--- src/design/nv_seq_pkg.sv ---
// Purpose: constants and carriers for the store/restore sequencer
// Assumes: clock of 8 ns period
// Notes:   all latencies are maximum times, so cycle counts round down

package nv_seq_pkg;

  // ********************************************************
  // clock and unit scaling
  // ********************************************************
  localparam int CLK_PERIOD_NS = 8;
  localparam int NS_PER_US     = 1000;
  localparam int NS_PER_MS     = 1000000;

  // ********************************************************
  // timing figures in their own units
  // ********************************************************
  localparam int POWERUP_RESTORE_DURATION_MS    = 20;
  localparam int POWERUP_RESTORE_DURATION_LV_MS = 40;
  localparam int SAVE_DURATION_MS               = 8;
  localparam int WRITE_GRACE_WINDOW_NS          = 25;
  localparam int RESTORE_DURATION_US            = 600;
  localparam int SOFT_COMMAND_LATENCY_US        = 500;
  localparam int WAKE_LATENCY_MS                = 20;
  localparam int WAKE_LATENCY_LV_MS             = 40;
  localparam int SLEEP_ENTRY_LATENCY_MS         = 8;
  localparam int STANDBY_ENTRY_LATENCY_US       = 100;
  localparam int BUSY_RELEASE_TO_ACTIVE_US      = 5;
  localparam int BUSY_HIGH_DRIVE_TIME_NS        = 500;

  // ********************************************************
  // derived cycle counts
  // ********************************************************
  localparam int POWERUP_RESTORE_CYC    = POWERUP_RESTORE_DURATION_MS * NS_PER_MS / CLK_PERIOD_NS;
  localparam int POWERUP_RESTORE_LV_CYC = POWERUP_RESTORE_DURATION_LV_MS * NS_PER_MS
                                          / CLK_PERIOD_NS;
  localparam int SAVE_CYC               = SAVE_DURATION_MS * NS_PER_MS / CLK_PERIOD_NS;
  localparam int RESTORE_CYC            = RESTORE_DURATION_US * NS_PER_US / CLK_PERIOD_NS;
  localparam int SOFT_CYC               = SOFT_COMMAND_LATENCY_US * NS_PER_US / CLK_PERIOD_NS;
  localparam int WAKE_CYC               = WAKE_LATENCY_MS * NS_PER_MS / CLK_PERIOD_NS;
  localparam int WAKE_LV_CYC            = WAKE_LATENCY_LV_MS * NS_PER_MS / CLK_PERIOD_NS;
  localparam int SLEEP_CYC              = SLEEP_ENTRY_LATENCY_MS * NS_PER_MS / CLK_PERIOD_NS;
  localparam int STANDBY_CYC            = STANDBY_ENTRY_LATENCY_US * NS_PER_US / CLK_PERIOD_NS;
  localparam int GRACE_CYC              = WRITE_GRACE_WINDOW_NS / CLK_PERIOD_NS;
  localparam int RELEASE_CYC            = BUSY_RELEASE_TO_ACTIVE_US * NS_PER_US / CLK_PERIOD_NS;
  localparam int BUSY_HI_CYC            = BUSY_HIGH_DRIVE_TIME_NS / CLK_PERIOD_NS;

  localparam int TMR_W   = 23;
  localparam int STBY_W  = 14;
  localparam int SYNC_W  = 4;

  // synchroniser lane positions
  localparam int SY_SUPPLY = 0;
  localparam int SY_BUSY   = 1;
  localparam int SY_CS_N   = 2;
  localparam int SY_LOWV   = 3;

  localparam logic [SYNC_W-1:0] SYNC_RST = 4'hE;

  // ********************************************************
  // carriers and states
  // ********************************************************
  typedef struct packed {
    logic save;
    logic restore;
    logic save_en;
    logic save_dis;
    logic sleep;
  } soft_cmd_s;

  typedef struct packed {
    logic ready;
    logic standby;
    logic asleep;
    logic saving;
    logic restoring;
    logic save_armed;
    logic dirty;
  } status_s;

  typedef enum logic [3:0] {
    ST_OFF         = 4'h0,
    ST_PU_RESTORE  = 4'h1,
    ST_IDLE        = 4'h2,
    ST_GRACE       = 4'h3,
    ST_SAVE        = 4'h4,
    ST_BUSY_HI     = 4'h5,
    ST_RELEASE     = 4'h6,
    ST_SOFT        = 4'h7,
    ST_SW_RESTORE  = 4'h8,
    ST_SLEEP_ENTRY = 4'h9,
    ST_SLEEP       = 4'hA,
    ST_WAKE        = 4'hB
  } seq_state_e;

endpackage

--- src/design/nv_seq.sv ---
// Purpose: store/restore, sleep and standby sequencer of a serial nvSRAM
// Assumes: serial decoder on MCLK_I supplies command and access strobes
// Notes:   pins from outside pass a two-stage synchroniser
//
// Summary of operation
// - power-up restore ends within 20/40 ms
// - skip clean pin or power-loss save (soft save always runs), else finish within 8 ms
// - writes stay enabled briefly after a pin or power-loss save starts
// - accesses ignored during save, restore, low supply
// - save/restore lock serial access; restore 600 us
// - soft commands acted on within 500 us
// - accessible within 20/40 ms after wake
// - sleep entered within 8 ms of instruction
// - standby within 100 us of chip deselect
// - active within 5 us after busy pin high
// - drive busy pin high at most 500 ns
// - array disabled while busy pin held low

`timescale 1ns/1ps

module nv_seq
  import nv_seq_pkg::*;
#(
  parameter int PU_RESTORE_CYC_P    = POWERUP_RESTORE_CYC,
  parameter int PU_RESTORE_LV_CYC_P = POWERUP_RESTORE_LV_CYC,
  parameter int SAVE_CYC_P          = SAVE_CYC,
  parameter int RESTORE_CYC_P       = RESTORE_CYC,
  parameter int SOFT_CYC_P          = SOFT_CYC,
  parameter int WAKE_CYC_P          = WAKE_CYC,
  parameter int WAKE_LV_CYC_P       = WAKE_LV_CYC,
  parameter int SLEEP_CYC_P         = SLEEP_CYC,
  parameter int STANDBY_CYC_P       = STANDBY_CYC
) (
  input  wire logic      MCLK_I,
  input  wire logic      SYS_RST_I,
  input  wire logic      CLK_EN_I,
  input  wire logic      SUPPLY_OK_I,
  input  wire logic      LOW_VOLT_I,
  input  wire logic      CS_N_I,
  input  wire logic      SAVE_BUSY_PIN_I,
  input  wire soft_cmd_s SOFT_CMD_I,
  input  wire logic      MEM_RD_REQ_I,
  input  wire logic      MEM_WR_REQ_I,
  output logic           SAVE_BUSY_PIN_O,
  output logic           SAVE_BUSY_PIN_OE_O,
  output logic           MEM_RD_ACK_O,
  output logic           MEM_WR_ACK_O,
  output logic           NV_SAVE_O,
  output logic           NV_RESTORE_O,
  output status_s        STATUS_O
);

  // ********************************************************
  // input synchronisers
  // ********************************************************
  logic [SYNC_W-1:0] sync1_q;
  logic [SYNC_W-1:0] sync2_q;
  logic [SYNC_W-1:0] pin_raw;
  logic [1:0]        own_low_q;
  logic              cs_n_prev_q;
  logic              supply_ok;
  logic              pin_low;
  logic              cs_n;
  logic              low_volt;
  logic              cs_fall;

  assign pin_raw = {LOW_VOLT_I, CS_N_I, SAVE_BUSY_PIN_I, SUPPLY_OK_I};

  // own low drive delayed two stages, in step with the synchronised pin
  always_ff @(posedge MCLK_I) begin
    if (SYS_RST_I) begin
      sync1_q     <= SYNC_RST;
      sync2_q     <= SYNC_RST;
      own_low_q   <= '0;
      cs_n_prev_q <= 1'b1;
    end else if (CLK_EN_I) begin
      sync1_q     <= pin_raw;
      sync2_q     <= sync1_q;
      own_low_q   <= {own_low_q[0], SAVE_BUSY_PIN_OE_O & ~SAVE_BUSY_PIN_O};
      cs_n_prev_q <= cs_n;
    end
  end

  assign supply_ok = sync2_q[SY_SUPPLY];
  // only a low from outside counts, never our own drive
  assign pin_low   = ~sync2_q[SY_BUSY] & ~own_low_q[1];
  assign cs_n      = sync2_q[SY_CS_N];
  assign low_volt  = sync2_q[SY_LOWV];
  assign cs_fall   = cs_n_prev_q & ~cs_n;

  // ********************************************************
  // sequencer state
  // ********************************************************
  seq_state_e  state_q;
  seq_state_e  state_d;
  logic [TMR_W-1:0] tmr_q;
  logic        done;
  logic        dirty_q;
  logic        save_en_q;
  soft_cmd_s   soft_q;
  logic        soft_any;
  seq_state_e  pf_state;

  assign done     = (tmr_q == '0);
  assign soft_any = |SOFT_CMD_I;
  // power loss: save only when armed and a write is pending
  assign pf_state = (dirty_q && save_en_q) ? ST_GRACE : ST_OFF;

  always_comb begin
    state_d = state_q;
    case (state_q)
      ST_OFF: begin
        if (supply_ok) begin
          state_d = ST_PU_RESTORE;
        end
      end
      ST_PU_RESTORE, ST_SW_RESTORE, ST_WAKE: begin
        if (!supply_ok) begin
          state_d = ST_OFF;
        end else if (done) begin
          state_d = ST_IDLE;
        end
      end
      ST_IDLE: begin
        if (!supply_ok) begin
          state_d = pf_state;
        end else if (pin_low) begin
          state_d = dirty_q ? ST_GRACE : ST_RELEASE;
        end else if (soft_any) begin
          state_d = ST_SOFT;
        end
      end
      ST_GRACE:   if (done) state_d = ST_SAVE;
      ST_SAVE:    if (done) state_d = ST_BUSY_HI;
      ST_BUSY_HI: if (done) state_d = supply_ok ? ST_RELEASE : ST_OFF;
      ST_RELEASE: begin
        if (!supply_ok) begin
          state_d = pf_state;
        end else if (done && !pin_low) begin
          state_d = ST_IDLE;
        end
      end
      ST_SOFT: begin
        if (!supply_ok) begin
          state_d = pf_state;
        end else if (done) begin
          if (soft_q.save) begin
            state_d = ST_SAVE;
          end else if (soft_q.restore) begin
            state_d = ST_SW_RESTORE;
          end else if (soft_q.sleep) begin
            state_d = ST_SLEEP_ENTRY;
          end else begin
            state_d = ST_IDLE;
          end
        end
      end
      ST_SLEEP_ENTRY: begin
        if (!supply_ok) begin
          state_d = ST_OFF;
        end else if (done) begin
          state_d = ST_SLEEP;
        end
      end
      ST_SLEEP: begin
        if (!supply_ok) begin
          state_d = ST_OFF;
        end else if (cs_fall) begin
          state_d = ST_WAKE;
        end
      end
      default: begin
        state_d = ST_OFF;
      end
    endcase
  end

  always_ff @(posedge MCLK_I) begin
    if (SYS_RST_I) begin
      state_q <= ST_OFF;
    end else if (CLK_EN_I) begin
      state_q <= state_d;
    end
  end

  // ********************************************************
  // interval timer, loaded on each state change
  // ********************************************************
  function automatic logic [TMR_W-1:0] load_of(input seq_state_e s, input logic lv);
    int n;
    n = 0;
    case (s)
      ST_PU_RESTORE:  n = lv ? PU_RESTORE_LV_CYC_P : PU_RESTORE_CYC_P;
      ST_GRACE:       n = GRACE_CYC;
      ST_SAVE:        n = SAVE_CYC_P;
      ST_BUSY_HI:     n = BUSY_HI_CYC;
      ST_RELEASE:     n = RELEASE_CYC;
      ST_SOFT:        n = SOFT_CYC_P;
      ST_SW_RESTORE:  n = RESTORE_CYC_P;
      ST_SLEEP_ENTRY: n = SLEEP_CYC_P;
      ST_WAKE:        n = lv ? WAKE_LV_CYC_P : WAKE_CYC_P;
      default:        n = 0;
    endcase
    // count n spans n cycles including the entry cycle
    return (n > 0) ? TMR_W'(n - 1) : '0;
  endfunction

  always_ff @(posedge MCLK_I) begin
    if (SYS_RST_I) begin
      tmr_q <= '0;
    end else if (CLK_EN_I) begin
      if (state_d != state_q) begin
        tmr_q <= load_of(state_d, low_volt);
      end else if (state_q == ST_RELEASE && pin_low) begin
        tmr_q <= load_of(ST_RELEASE, low_volt);
      end else if (!done) begin
        tmr_q <= tmr_q - TMR_W'(1);
      end
    end
  end

  // ********************************************************
  // soft commands and save arming
  // ********************************************************
  always_ff @(posedge MCLK_I) begin
    if (SYS_RST_I) begin
      soft_q <= '0;
    end else if (CLK_EN_I) begin
      if (state_q == ST_IDLE && state_d == ST_SOFT) begin
        soft_q <= SOFT_CMD_I;
      end
    end
  end

  always_ff @(posedge MCLK_I) begin
    if (SYS_RST_I) begin
      save_en_q <= 1'b1;
    end else if (CLK_EN_I) begin
      if (state_q == ST_SOFT && done && supply_ok) begin
        if (soft_q.save_en) begin
          save_en_q <= 1'b1;
        end else if (soft_q.save_dis) begin
          save_en_q <= 1'b0;
        end
      end
    end
  end

  // ********************************************************
  // access gating and write tracking
  // ********************************************************
  logic rd_ok;
  logic wr_ok;
  logic wr_take;
  logic nv_end;

  assign rd_ok   = (state_q == ST_IDLE) && supply_ok && !pin_low;
  assign wr_ok   = rd_ok || (state_q == ST_GRACE);
  assign wr_take = MEM_WR_REQ_I && wr_ok;
  assign nv_end  = done && (state_q == ST_SAVE || state_q == ST_SW_RESTORE
                            || state_q == ST_PU_RESTORE);

  always_ff @(posedge MCLK_I) begin
    if (SYS_RST_I) begin
      dirty_q <= 1'b0;
    end else if (CLK_EN_I) begin
      // a write in the final cycle still marks the array dirty
      if (wr_take) begin
        dirty_q <= 1'b1;
      end else if (nv_end) begin
        dirty_q <= 1'b0;
      end
    end
  end

  always_ff @(posedge MCLK_I) begin
    if (SYS_RST_I) begin
      MEM_RD_ACK_O <= 1'b0;
      MEM_WR_ACK_O <= 1'b0;
    end else if (CLK_EN_I) begin
      MEM_RD_ACK_O <= MEM_RD_REQ_I && rd_ok;
      MEM_WR_ACK_O <= wr_take;
    end
  end

  // ********************************************************
  // standby after deselect
  // ********************************************************
  logic [STBY_W-1:0] stby_cnt_q;
  logic              standby_q;

  always_ff @(posedge MCLK_I) begin
    if (SYS_RST_I) begin
      stby_cnt_q <= '0;
      standby_q  <= 1'b0;
    end else if (CLK_EN_I) begin
      if (!cs_n || state_q != ST_IDLE) begin
        stby_cnt_q <= '0;
        standby_q  <= 1'b0;
      end else if (stby_cnt_q == STBY_W'(STANDBY_CYC_P - 1)) begin
        standby_q  <= 1'b1;
      end else begin
        stby_cnt_q <= stby_cnt_q + STBY_W'(1);
      end
    end
  end

  // ********************************************************
  // registered outputs
  // ********************************************************
  always_ff @(posedge MCLK_I) begin
    if (SYS_RST_I) begin
      SAVE_BUSY_PIN_O    <= 1'b0;
      SAVE_BUSY_PIN_OE_O <= 1'b0;
      NV_SAVE_O          <= 1'b0;
      NV_RESTORE_O       <= 1'b0;
      STATUS_O           <= '0;
    end else if (CLK_EN_I) begin
      // low while busy, high briefly after a save, then released
      SAVE_BUSY_PIN_O    <= (state_d == ST_BUSY_HI);
      SAVE_BUSY_PIN_OE_O <= (state_d == ST_GRACE) || (state_d == ST_SAVE)
                            || (state_d == ST_PU_RESTORE) || (state_d == ST_BUSY_HI);
      NV_SAVE_O          <= (state_d == ST_SAVE);
      NV_RESTORE_O       <= (state_d == ST_PU_RESTORE) || (state_d == ST_SW_RESTORE);
      STATUS_O.ready      <= (state_d == ST_IDLE);
      STATUS_O.standby    <= standby_q;
      STATUS_O.asleep     <= (state_d == ST_SLEEP);
      STATUS_O.saving     <= (state_d == ST_GRACE) || (state_d == ST_SAVE);
      STATUS_O.restoring  <= (state_d == ST_PU_RESTORE) || (state_d == ST_SW_RESTORE);
      STATUS_O.save_armed <= save_en_q;
      STATUS_O.dirty      <= dirty_q;
    end
  end

endmodule

--- config.mk ---
export PLATFORM = sky130hd
export DESIGN_NAME = nv_seq
export DESIGN_NICKNAME = d
export VERILOG_FILES = /design/src/design/nv_seq_pkg.sv /design/src/design/nv_seq.sv
export SDC_FILE = /design/constraint.sdc
export NUM_CORES = 1
export LEC_CHECK = 0
export BUFFER_PORTS_ARGS = -buffer_cell sky130_fd_sc_hd__buf_4
export CAP_MARGIN = 20
export CORE_ASPECT_RATIO = 1.25
export CORE_MARGIN = 2
export CORE_UTILIZATION = 55
export DETAILED_ROUTE_END_ITERATION = 6
export GPL_TIMING_DRIVEN = 0
export PLACE_DENSITY = 0.78
export RECOVER_POWER = 25
export SLEW_MARGIN = 20
export SYNTH_ARGS = -nofsm -noshare
export SYNTH_HDL_FRONTEND = slang
export SYNTH_SLANG_ARGS = --single-unit
--- constraint.sdc ---
create_clock -name MCLK_I -period 12.4 [get_ports MCLK_I]
set_clock_uncertainty 0.15 [all_clocks]
set_input_delay 0.62 -clock MCLK_I [delete_from_list [all_inputs] [get_ports MCLK_I]]
set_output_delay 0.62 -clock MCLK_I [all_outputs]
set_load 0.02 [all_outputs]
**Word-level counts from Yosys, hierarchy flattened**

Index checks and enable logic that the tools add are counted.

- Register bits after elaboration: 72
- Input port bits: 14
- Output and inout bits: 13
- Word-level logic and storage cells: 149

- Add/subtract/negate cells: 4
- Order comparisons: 2
- Eq/ne operators: 27
- Multiplexer cells: 46
- Bitwise gates (word level): 7
- Reduce and logical (&&, ||, !) cells: 36

Operator list:

| cell | number |
|---|---|
| 2-to-1 mux 32 bit | 7 |
| case mux 23 bit (7 select lines) | 1 |
| 2-to-1 mux 23 bit | 6 |
| 2-to-1 mux 4 bit | 20 |
| greater-than comparator 32 x 1 -> 1 bit, second input constant | 2 |
| subtractor 23 x 2 -> 23 bit, second input constant | 2 |
| case mux 4 bit (10 select lines) | 1 |
| equality test 4 x 3 -> 1 bit, second input constant | 8 |
| equality test 4 bit, second input constant | 8 |
| 2-to-1 mux 14 bit | 2 |
| zero test 23 bit | 1 |
| subtractor 23 x 1 -> 23 bit, second input constant | 1 |
| equality test 4 x 2 -> 1 bit, second input constant | 4 |
| adder 14 x 1 -> 14 bit, second input constant | 1 |
| equality test 14 bit, second input constant | 1 |
| logical AND 1 bit | 11 |
| AND reduction 2 bit | 5 |
| equality test 4 x 1 -> 1 bit, second input constant | 2 |
| logical OR 1 bit | 8 |
| 2-to-1 mux 1 bit | 6 |
| 2-to-1 mux 3 bit | 2 |
| nonzero test 2 bit | 3 |
| OR reduction 5 bit | 1 |
| zero test 4 bit | 1 |
| 11 further kinds | 18 |

**Logic depth before layout (Yosys ltp)**

Gate-level depths: netlist of the first run.

- Word-level depth: 16
- Depth in mapped cells: 20

**Worst setup path before layout of the first run**

No wires, ideal clock.

- Path type: register to register
- From: reg tmr_q[0]
- To: reg tmr_q[19]
- Setup time: 0.122 ns
- Arrival time: 3.843 ns
- Required time: 12.128 ns
- Setup slack: 8.285 ns
- Stages on the path, launching flop included: 18
- Path buffers: 3
- Cells stage by stage: dfxtp_1 > inv_1 > ha_1 > or3b_1 > clkbuf_1 > nor3_4 > nand4_1 > a311oi_2 > or3_1 > clkbuf_1 > nor2_1 > o21ai_0 > ha_1 > clkbuf_1 > nand2_1 > o21ai_2 > nor3_1 > a311o_1

- Longest elaborated chain between the ends: 14
- Elaborated cells on any way between the ends: 39
- Classes of those cells: 2 x add/sub; 1 x order compare; 11 x eq/ne; 20 x mux; 5 x reduce/logical

Ends and longest elaborated chain:

| element | RTL line | RTL |
|---|---|---|
| start: declaration | nv_seq.sv:96 | `logic [TMR_W-1:0] tmr_q;` |
| start signal: assignment | nv_seq.sv:213 | `tmr_q <= load_of(state_d, low_volt);` |
| start signal: assignment | nv_seq.sv:215 | `tmr_q <= load_of(ST_RELEASE, low_volt);` |
| start signal: assignment | nv_seq.sv:217 | `tmr_q <= tmr_q - TMR_W'(1);` |
| zero test 23 bit | nv_seq.sv:104 | `assign done = (tmr_q == '0);` |
| logical AND 1 bit | nv_seq.sv:139 | `end else if (done && !pin_low) begin` |
| 2-to-1 mux 4 bit | nv_seq.sv:139 |  |
| 2-to-1 mux 4 bit | nv_seq.sv:137 | `if (!supply_ok) begin` |
| case mux 4 bit (10 select lines) | nv_seq.sv:111 | `case (state_q)` |
| equality test 4 x 1 -> 1 bit (tied with other cells) | nv_seq.sv:192 | `case (s)` |
| OR reduction 2 bit (no source line) | - |  |
| case mux 23 bit (7 select lines) | nv_seq.sv:192 |  |
| 2-to-1 mux 32 bit | nv_seq.sv:212 | `if (state_d != state_q) begin` |
| 2-to-1 mux 32 bit | nv_seq.sv:211 | `end else if (CLK_EN_I) begin` |
| 2-to-1 mux 32 bit | nv_seq.sv:209 | `if (SYS_RST_I) begin` |
| greater-than comparator 32 x 1 -> 1 bit / subtractor 23 x 2 -> 23 bit (equally long branches) | nv_seq.sv:205 | `return (n > 0) ? TMR_W'(n - 1) : '0;` |
| 2-to-1 mux 23 bit | nv_seq.sv:205 |  |
| 2-to-1 mux 23 bit | nv_seq.sv:212 |  |

Parallel ways exist; a longest one is shown, timed or not. The select of a mux whose other input is x is not followed.
A chain may end at the register's enable or synchronous reset.

**Worst setup path after layout of the first run**

- From: reg tmr_q[0]
- To: reg tmr_q[14]

The elaborated chain is that of the path after synthesis.

==> impl_metrics.ini, run 1 <==
[clock_network]
clk_pin_slew_ns = 0.08
cts-root-buf = clkbuf_8
cts_tree = built
hold_buffers = 0
clock_path_buffers = 2
cts.sinks = 72
post_cts_buffers = 0
insertion_delay_ns = 0.36
cts_inserted_buffers = 9
ctsHtreeMaxLevel = 3
cts_resized = 0

[power_and_ir_drop]
cellPowerDensity_nw_per_um2 = 237
p_comb_share_pct = 55.4
p_clk_share_pct = 17.7
peakVddDrop_mv = 0.161
p_sw_uw = 550
switching_share_pct = 48.2
total_power_uw = 1140
power_frac_seq_pct = 26.9
p_leak_uw = 0.00177
internal_power_uw = 591

[critical_path]
cp_top_family = simple AND/OR/NAND/NOR gates
path_buf_inv = 5
crit_path_max_fanout = 10
crit_type = flop to flop
critPathLaunchType = flop
crit_chain = inv_1 > ha_1 > or3b_1 > clkbuf_1 > nor3_4 > nand2_1 > buf_2 > mux2i_1 > and2_1 > clkbuf_1 > nand2_1 > nor2_1 > o21ai_0 > ha_1 > clkbuf_1 > nand2_1 > nor2_1 > nor2_1 > o211ai_1 > a31oi_1
endpoint_kind = flop
crit_arrival_ns = 5.51
crit_path_max_incr_delay_ns = 0.57
critPathRequiredTime_ns = 12.52
critPathSlowestCell = nor2_1

[run_status]
status = complete, no violations

[yosys]
avgSynthCellArea_um2 = 7.56
ys_async_sr_fraction_pct = 0
syn_nets = 590
yosys-top-cells-area = dfxtp_1 33%, nor2_1 6.5%, o21ai_0 5.0%, a21oi_1 4.9%, mux2i_1 4.6%
ys_ff_latch = 72
synth_top_area_share_pct = 33.3
synth_flop_cell = dfxtp_1
yosysWarnings = 0
synthMostInstantiatedCell = nor2_1
synth_area_um2 = 4330
yosysTopAreaCell = dfxtp_1
synth_common_cells = 75 x nor2_1, 72 x dfxtp_1, 51 x nand2_1, 43 x o21ai_0, 42 x a21oi_1
synth_edf_count = 0
synth.distinct_cells = 71
ys_seq_area_share_pct = 33.3
synthCells = 573

[global_routing]
antenna_found_initial = 0
grt_util_all_layers_pct = 31.6
grt_max_degree = 14
grt_overflow_total = 0
grt_pass1_vias = 4172
grt_pass1_wl_um = 21500

[floorplan]
pin_count = 27
die-height_um = 103
row_count = 36
core_um2 = 7700
die-area_um2 = 8600
die_w_um = 83.4
start_util_pct = 56.2

[drt]
wl_per_cell_um = 19.1
wirelength_um = 13600
drc = 0
avgViaCountPerCell = 6.54
first_pass_iters = 6
ant_nets = 0
dr_total_vias = 4638
drtIter0Drc = 439

[timing]
hold_viol = 0
slew_violations = 0
fmax_ghz = 0.186
slew_headroom_pct = 39.4
finalSetupTns_ns = 0
period_share_pct = 43.5
setup_viol = 0
rsz0062_at_grt = no
worst_pin_slew_ns = 0.901
fin_crit_ns = 5.39

[placement]
numPortBuffers = 24
place_area_um2 = 4630
gp_congestion = 0.998
place_inst = 692
place_hpwl_um = 9940

[cells_and_area]
fin_util_pct = 62.4
antenna_cells = 0
drive_gt1_share_pct = 7.98
nets = 626
finalInstanceArea_um2 = 4810
syn_to_final_growth_pct = 11.1
finalNonFillerCells = 709

[min_path]
hold_path_class = input pin to flop

[job]
maxCapViolCount = 0
-- final cells by class --
cell class	instances	area, um2
fill	721	2890
multi-input combinational	448	2680
sequential	72	1440
buffer	41	165
clock buffer	11	151
timing repair buffer	25	140
tap	95	119
clock inverter	5	63.8
inverter	12	45.0
-- registers in the layout, summed over array words and instances, names as in the netlist, 2 cells and up --
register and count:
tmr_q 23, soft_q 5, sync2_q 4, own_low_q 2, STATUS_O 7, sync1_q 4
state_q 4, stby_cnt_q 14
-- routing by layer --
layer	GRT usage [%]	vias to the layer above	routed length, um
met4	17.5	0	593
met1	38.2	2155	5480
li1	-	2187	-
met5	0	-	0
met3	3.89	48	988
met2	55.3	248	6490
-- placed cells by master (no fill, tap or decap), types with 5 or more instances in the layout --
cell type / count
clkbuf_8: 11
nor4_1: 9
or4_1: 6
o211ai_1: 8
a31oi_1: 8
nor3_1: 21
buf_4: 12
nor2_1: 75
or3_1: 7
xnor2_1: 5
o21ai_0: 43
a211oi_1: 9
nand2b_1: 9
nand2_1: 51
inv_1: 11
nand4_1: 9
dfxtp_1: 72
xor2_1: 11
clkbuf_1: 44
a21oi_1: 42
nor2b_1: 5
buf_2: 7
nand3_1: 23
mux2i_1: 20
o22ai_1: 7
-- worst register-to-register path, cell delays in order, from the launching register on --
cell	delay, ns
dfxtp_1	0.34
inv_1	0.10
ha_1	0.19
or3b_1	0.35
clkbuf_1	0.23
nor3_4	0.47
nand2_1	0.15
buf_2	0.23
mux2i_1	0.26
and2_1	0.16
clkbuf_1	0.36
nand2_1	0.17
nor2_1	0.11
o21ai_0	0.14
ha_1	0.27
clkbuf_1	0.20
nand2_1	0.19
nor2_1	0.07
nor2_1	0.57
o211ai_1	0.32
a31oi_1	0.27
-- logic make-up (layout without fill, tap and decap cells) --
| family | Yosys count | count (layout) | synth area share (%) |
|---|---|---|---|
| xor+xnor | 16 | 16 | 3.24 |
| flops | 72 | 72 | 33.3 |
| simple gates | 239 | 239 | 27.2 |
| buf+inv | 53 | 94 | 4.86 |
| mux | 21 | 21 | 4.88 |
| compound gates | 168 | 168 | 25.4 |
| fa+ha+maj | 4 | 4 | 1.10 |
-- power groups by stage --
stage | Clock [uW] | Combinational (uW) | Sequential (uW)
global placement | 0 | 604 | 308
floorplan | 0 | 458 | 303
CTS | 204 | 611 | 305
detailed placement | 0 | 609 | 309
finish | 202 | 632 | 306
global route | 213 | 684 | 311
-- path summary, 6_finish.rpt --
kind / start / to / slack [ns] / depth (start not counted)
worst min register to register: MEM_RD_ACK_O / MEM_RD_ACK_O / 0.32 / 2
worst min-delay path: SAVE_BUSY_PIN_I / sync1_q[1] / 0.32 / 3
worst max-delay path: tmr_q[0] / tmr_q[14] / 7.01 / 20
worst max register to register: tmr_q[0] / tmr_q[14] / 7.01 / 20
-- stage by stage --
stage,setup WS [ns],hold WS (ns)
after CTS,7.18,0.310
after global placement,7.22,0.301
final,7.01,0.316
after detailed placement,7.21,0.303
after global routing,6.77,0.329
after floorplan,8.29,0.287
Note: power is estimated with default switching activity, not from simulation.
==> inputs of run 2 (changes only) <==
ABC_AREA = 1   (was unset)
PLACE_DENSITY = 0.81   (was 0.78)
clock period = 4.4 ns   (was 12.4 ns; I/O delays follow)
==> run 2 against run 1 <==
  * Design area up 11%
  * Setup slack worse by 6.0 ns
  * Register-to-register slack worse by 6.0 ns
  * Sequential share of layout area down 3.0 points
  * Flip-flop and latch count unchanged
  * Routed wire length down 1.4%
  * Critical path depth down 1
  * Critical path type unchanged
==> impl_metrics.ini, run 2 <==
[timing]
finalSetupTns_ns = 0
slew_violations = 0
fin_crit_ns = 3.43
period_share_pct = 77.9
slew_headroom_pct = 38.4
rsz0062_at_grt = no
fmax_ghz = 0.292
worst_pin_slew_ns = 0.920
setup_viol = 0
hold_viol = 0
whs_ns = 0.00148

[yosys]
ys_async_sr_fraction_pct = 0
ys_seq_area_share_pct = 30.1
synth_area_um2 = 4790
synthCells = 755
synth.distinct_cells = 47
ys_ff_latch = 72
yosysTopAreaCell = dfxtp_1
avgSynthCellArea_um2 = 6.34
synth_top_area_share_pct = 30.1
synth_edf_count = 0
yosysWarnings = 0
syn_nets = 772
synthMostInstantiatedCell = nand2_1
yosys-top-cells-area = dfxtp_1 30%, nand2_1 14%, nor2_1 9.1%, inv_1 7.0%, a21oi_1 5.7%
synth_flop_cell = dfxtp_1
synth_common_cells = 178 x nand2_1, 116 x nor2_1, 89 x inv_1, 72 x dfxtp_1, 55 x a21oi_1

[clock_network]
clk_pin_slew_ns = 0.08
hold_buffers = 6
ctsHtreeMaxLevel = 3
clock_path_buffers = 2
cts_resized = 0
cts_tree = built
cts-root-buf = clkbuf_8
cts_inserted_buffers = 9
post_cts_buffers = 0
insertion_delay_ns = 0.37
cts.sinks = 72

[min_path]
min_path_cells = 3
hold_path_class = input pin to flop

[floorplan]
row_count = 38
die_w_um = 87.5
die-area_um2 = 9480
pin_count = 27
start_util_pct = 56.0
core_um2 = 8560
die-height_um = 108

[global_routing]
grt_pass1_wl_um = 22000
grt.busiest_layer = met2
grt_overflow_total = 0
grt_util_all_layers_pct = 29.5
grt_util_met3_pct = 3.36
grtUsageMet2_pct = 51.9
met1_usage_pct = 33.9
grt_pass1_vias = 4875
antenna_found_initial = 0
grt_max_degree = 14

[drt]
drc = 0
wirelength_um = 13400
avgViaCountPerCell = 5.54
drtIter0Drc = 307
ant_nets = 0
wl_per_cell_um = 14.8
dr_total_vias = 4994
first_pass_iters = 5

[cells_and_area]
mostFrequentLayoutCells = 178 x nand2_1, 116 x nor2_1, 89 x inv_1, 72 x dfxtp_1, 55 x a21oi_1
nets = 814
regMostFlops = tmr_q
antenna_cells = 0
finalNonFillerCells = 901
final_common_cell = nand2_1
top_regs = tmr_q: 23 flops, stby_cnt_q: 14 flops, STATUS_O: 7 flops
syn_to_final_growth_pct = 11.4
largest_reg_flops = 23
drive_gt1_share_pct = 14.0

[critical_path]
rr_worst_depth = 19
crit_arrival_ns = 3.59
cp_top_family = simple AND/OR/NAND/NOR gates
crit_path_max_incr_delay_ns = 0.32
path_depth = 19
endpoint_kind = flop
critPathRequiredTime_ns = 4.56
crit_type = flop to flop
path_common_cell = nand2_1
critPathLaunchType = flop
crit_path_max_fanout = 10
critPathSlowestCell = dfxtp_1
crit_chain = inv_1 > ha_1 > nand2_1 > nor2_4 > nand3_2 > buf_6 > o21ai_1 > nand2_1 > nand2_1 > nand2_4 > nor2_4 > nand3_1 > nand2_1 > inv_1 > ha_1 > nand4_4 > buf_8 > nand3_2 > a21oi_2
path_buf_inv = 4

[job]
maxCapViolCount = 0

[run_status]
status = complete, no violations

[placement]
gp_congestion = 0.969
numPortBuffers = 25
place_hpwl_um = 10100
place_inst = 880

[power_and_ir_drop]
p_leak_uw = 0.00248
cellPowerDensity_nw_per_um2 = 337
peakVddDrop_mv = 0.184
-- run 2: cell types whose count changed after synthesis, sizes merged, moves of 9 or more --
cell	change
mux2i	-20
clkbuf	-15
nand2b	-9
nor3	-17
nand2	+135
nor2	+56
inv	+90
a21oi	+24
nand3	+43
-- run 2: metrics by stage --
step	total power, uW	setup slack, ns	util (%)	instance area (um2)
floorplan	1100	1.62	-	4790
finish	1800	0.971	62.3	5340
CTS	1800	1.04	62.9	5380
detailed placement	1210	1.04	59.6	5100
global placement	1190	1.10	59.6	5100
global route	1890	0.765	62.3	5340
-- run 2: logic make-up (layout without fill, tap and decap cells) --
group,count (synthesis),count (layout),share of synthesized area (%)
adder cells (fa/ha/maj),3,3,0.784
flip-flops,72,72,30.1
buffers and inverters,131,177,11.6
AND/OR/NAND/NOR,413,413,40.1
AO/OA/AOI/OAI,121,121,14.3
XOR/XNOR,15,15,3.13
-- run 2: worst reg2reg max path, delay by kind of cell (launching register included) --
family / cells / cell delay (ns)
AO/OA/AOI/OAI: 2 / 0.29
adder cells (fa/ha/maj): 2 / 0.48
buffers and inverters: 4 / 0.55
flip-flops: 1 / 0.32
AND/OR/NAND/NOR: 11 / 1.58
-- run 2: final timing paths --
path                endpoint  slack, ns     startpoint
setup reg to reg   tmr_q[15]       0.97       tmr_q[0]
setup / recovery   tmr_q[15]       0.97       tmr_q[0]
hold / removal     soft_q[0]      0.001  SOFT_CMD_I[0]
hold reg to reg   sync1_q[2]       0.32     sync1_q[2]
-- run 2: power by group --
| part | internal [uW] | switching (uW) |
|---|---|---|
| clock | 320 | 274 |
| combinational | 168 | 321 |
| sequential | 688 | 29.3 |
| total | 1180 | 625 |
-- run 2: layout make-up --
cell class              count  area (um2)
clock buffers               9         124
repair buffers             31         203
plain buffers              28         168
fillers                   807        3220
inverters                 103         389
flip-flops and latches     72        1440
clock inverters             6        93.8
well taps                 100         125
multi-input cells         552        2790
-- run 2: layer usage --
layer	up-vias	part of all wire, %
met2	151	51
met3	36	5.3
met1	2319	40
met4	0	3.4
li1	2488	-
met5	-	0
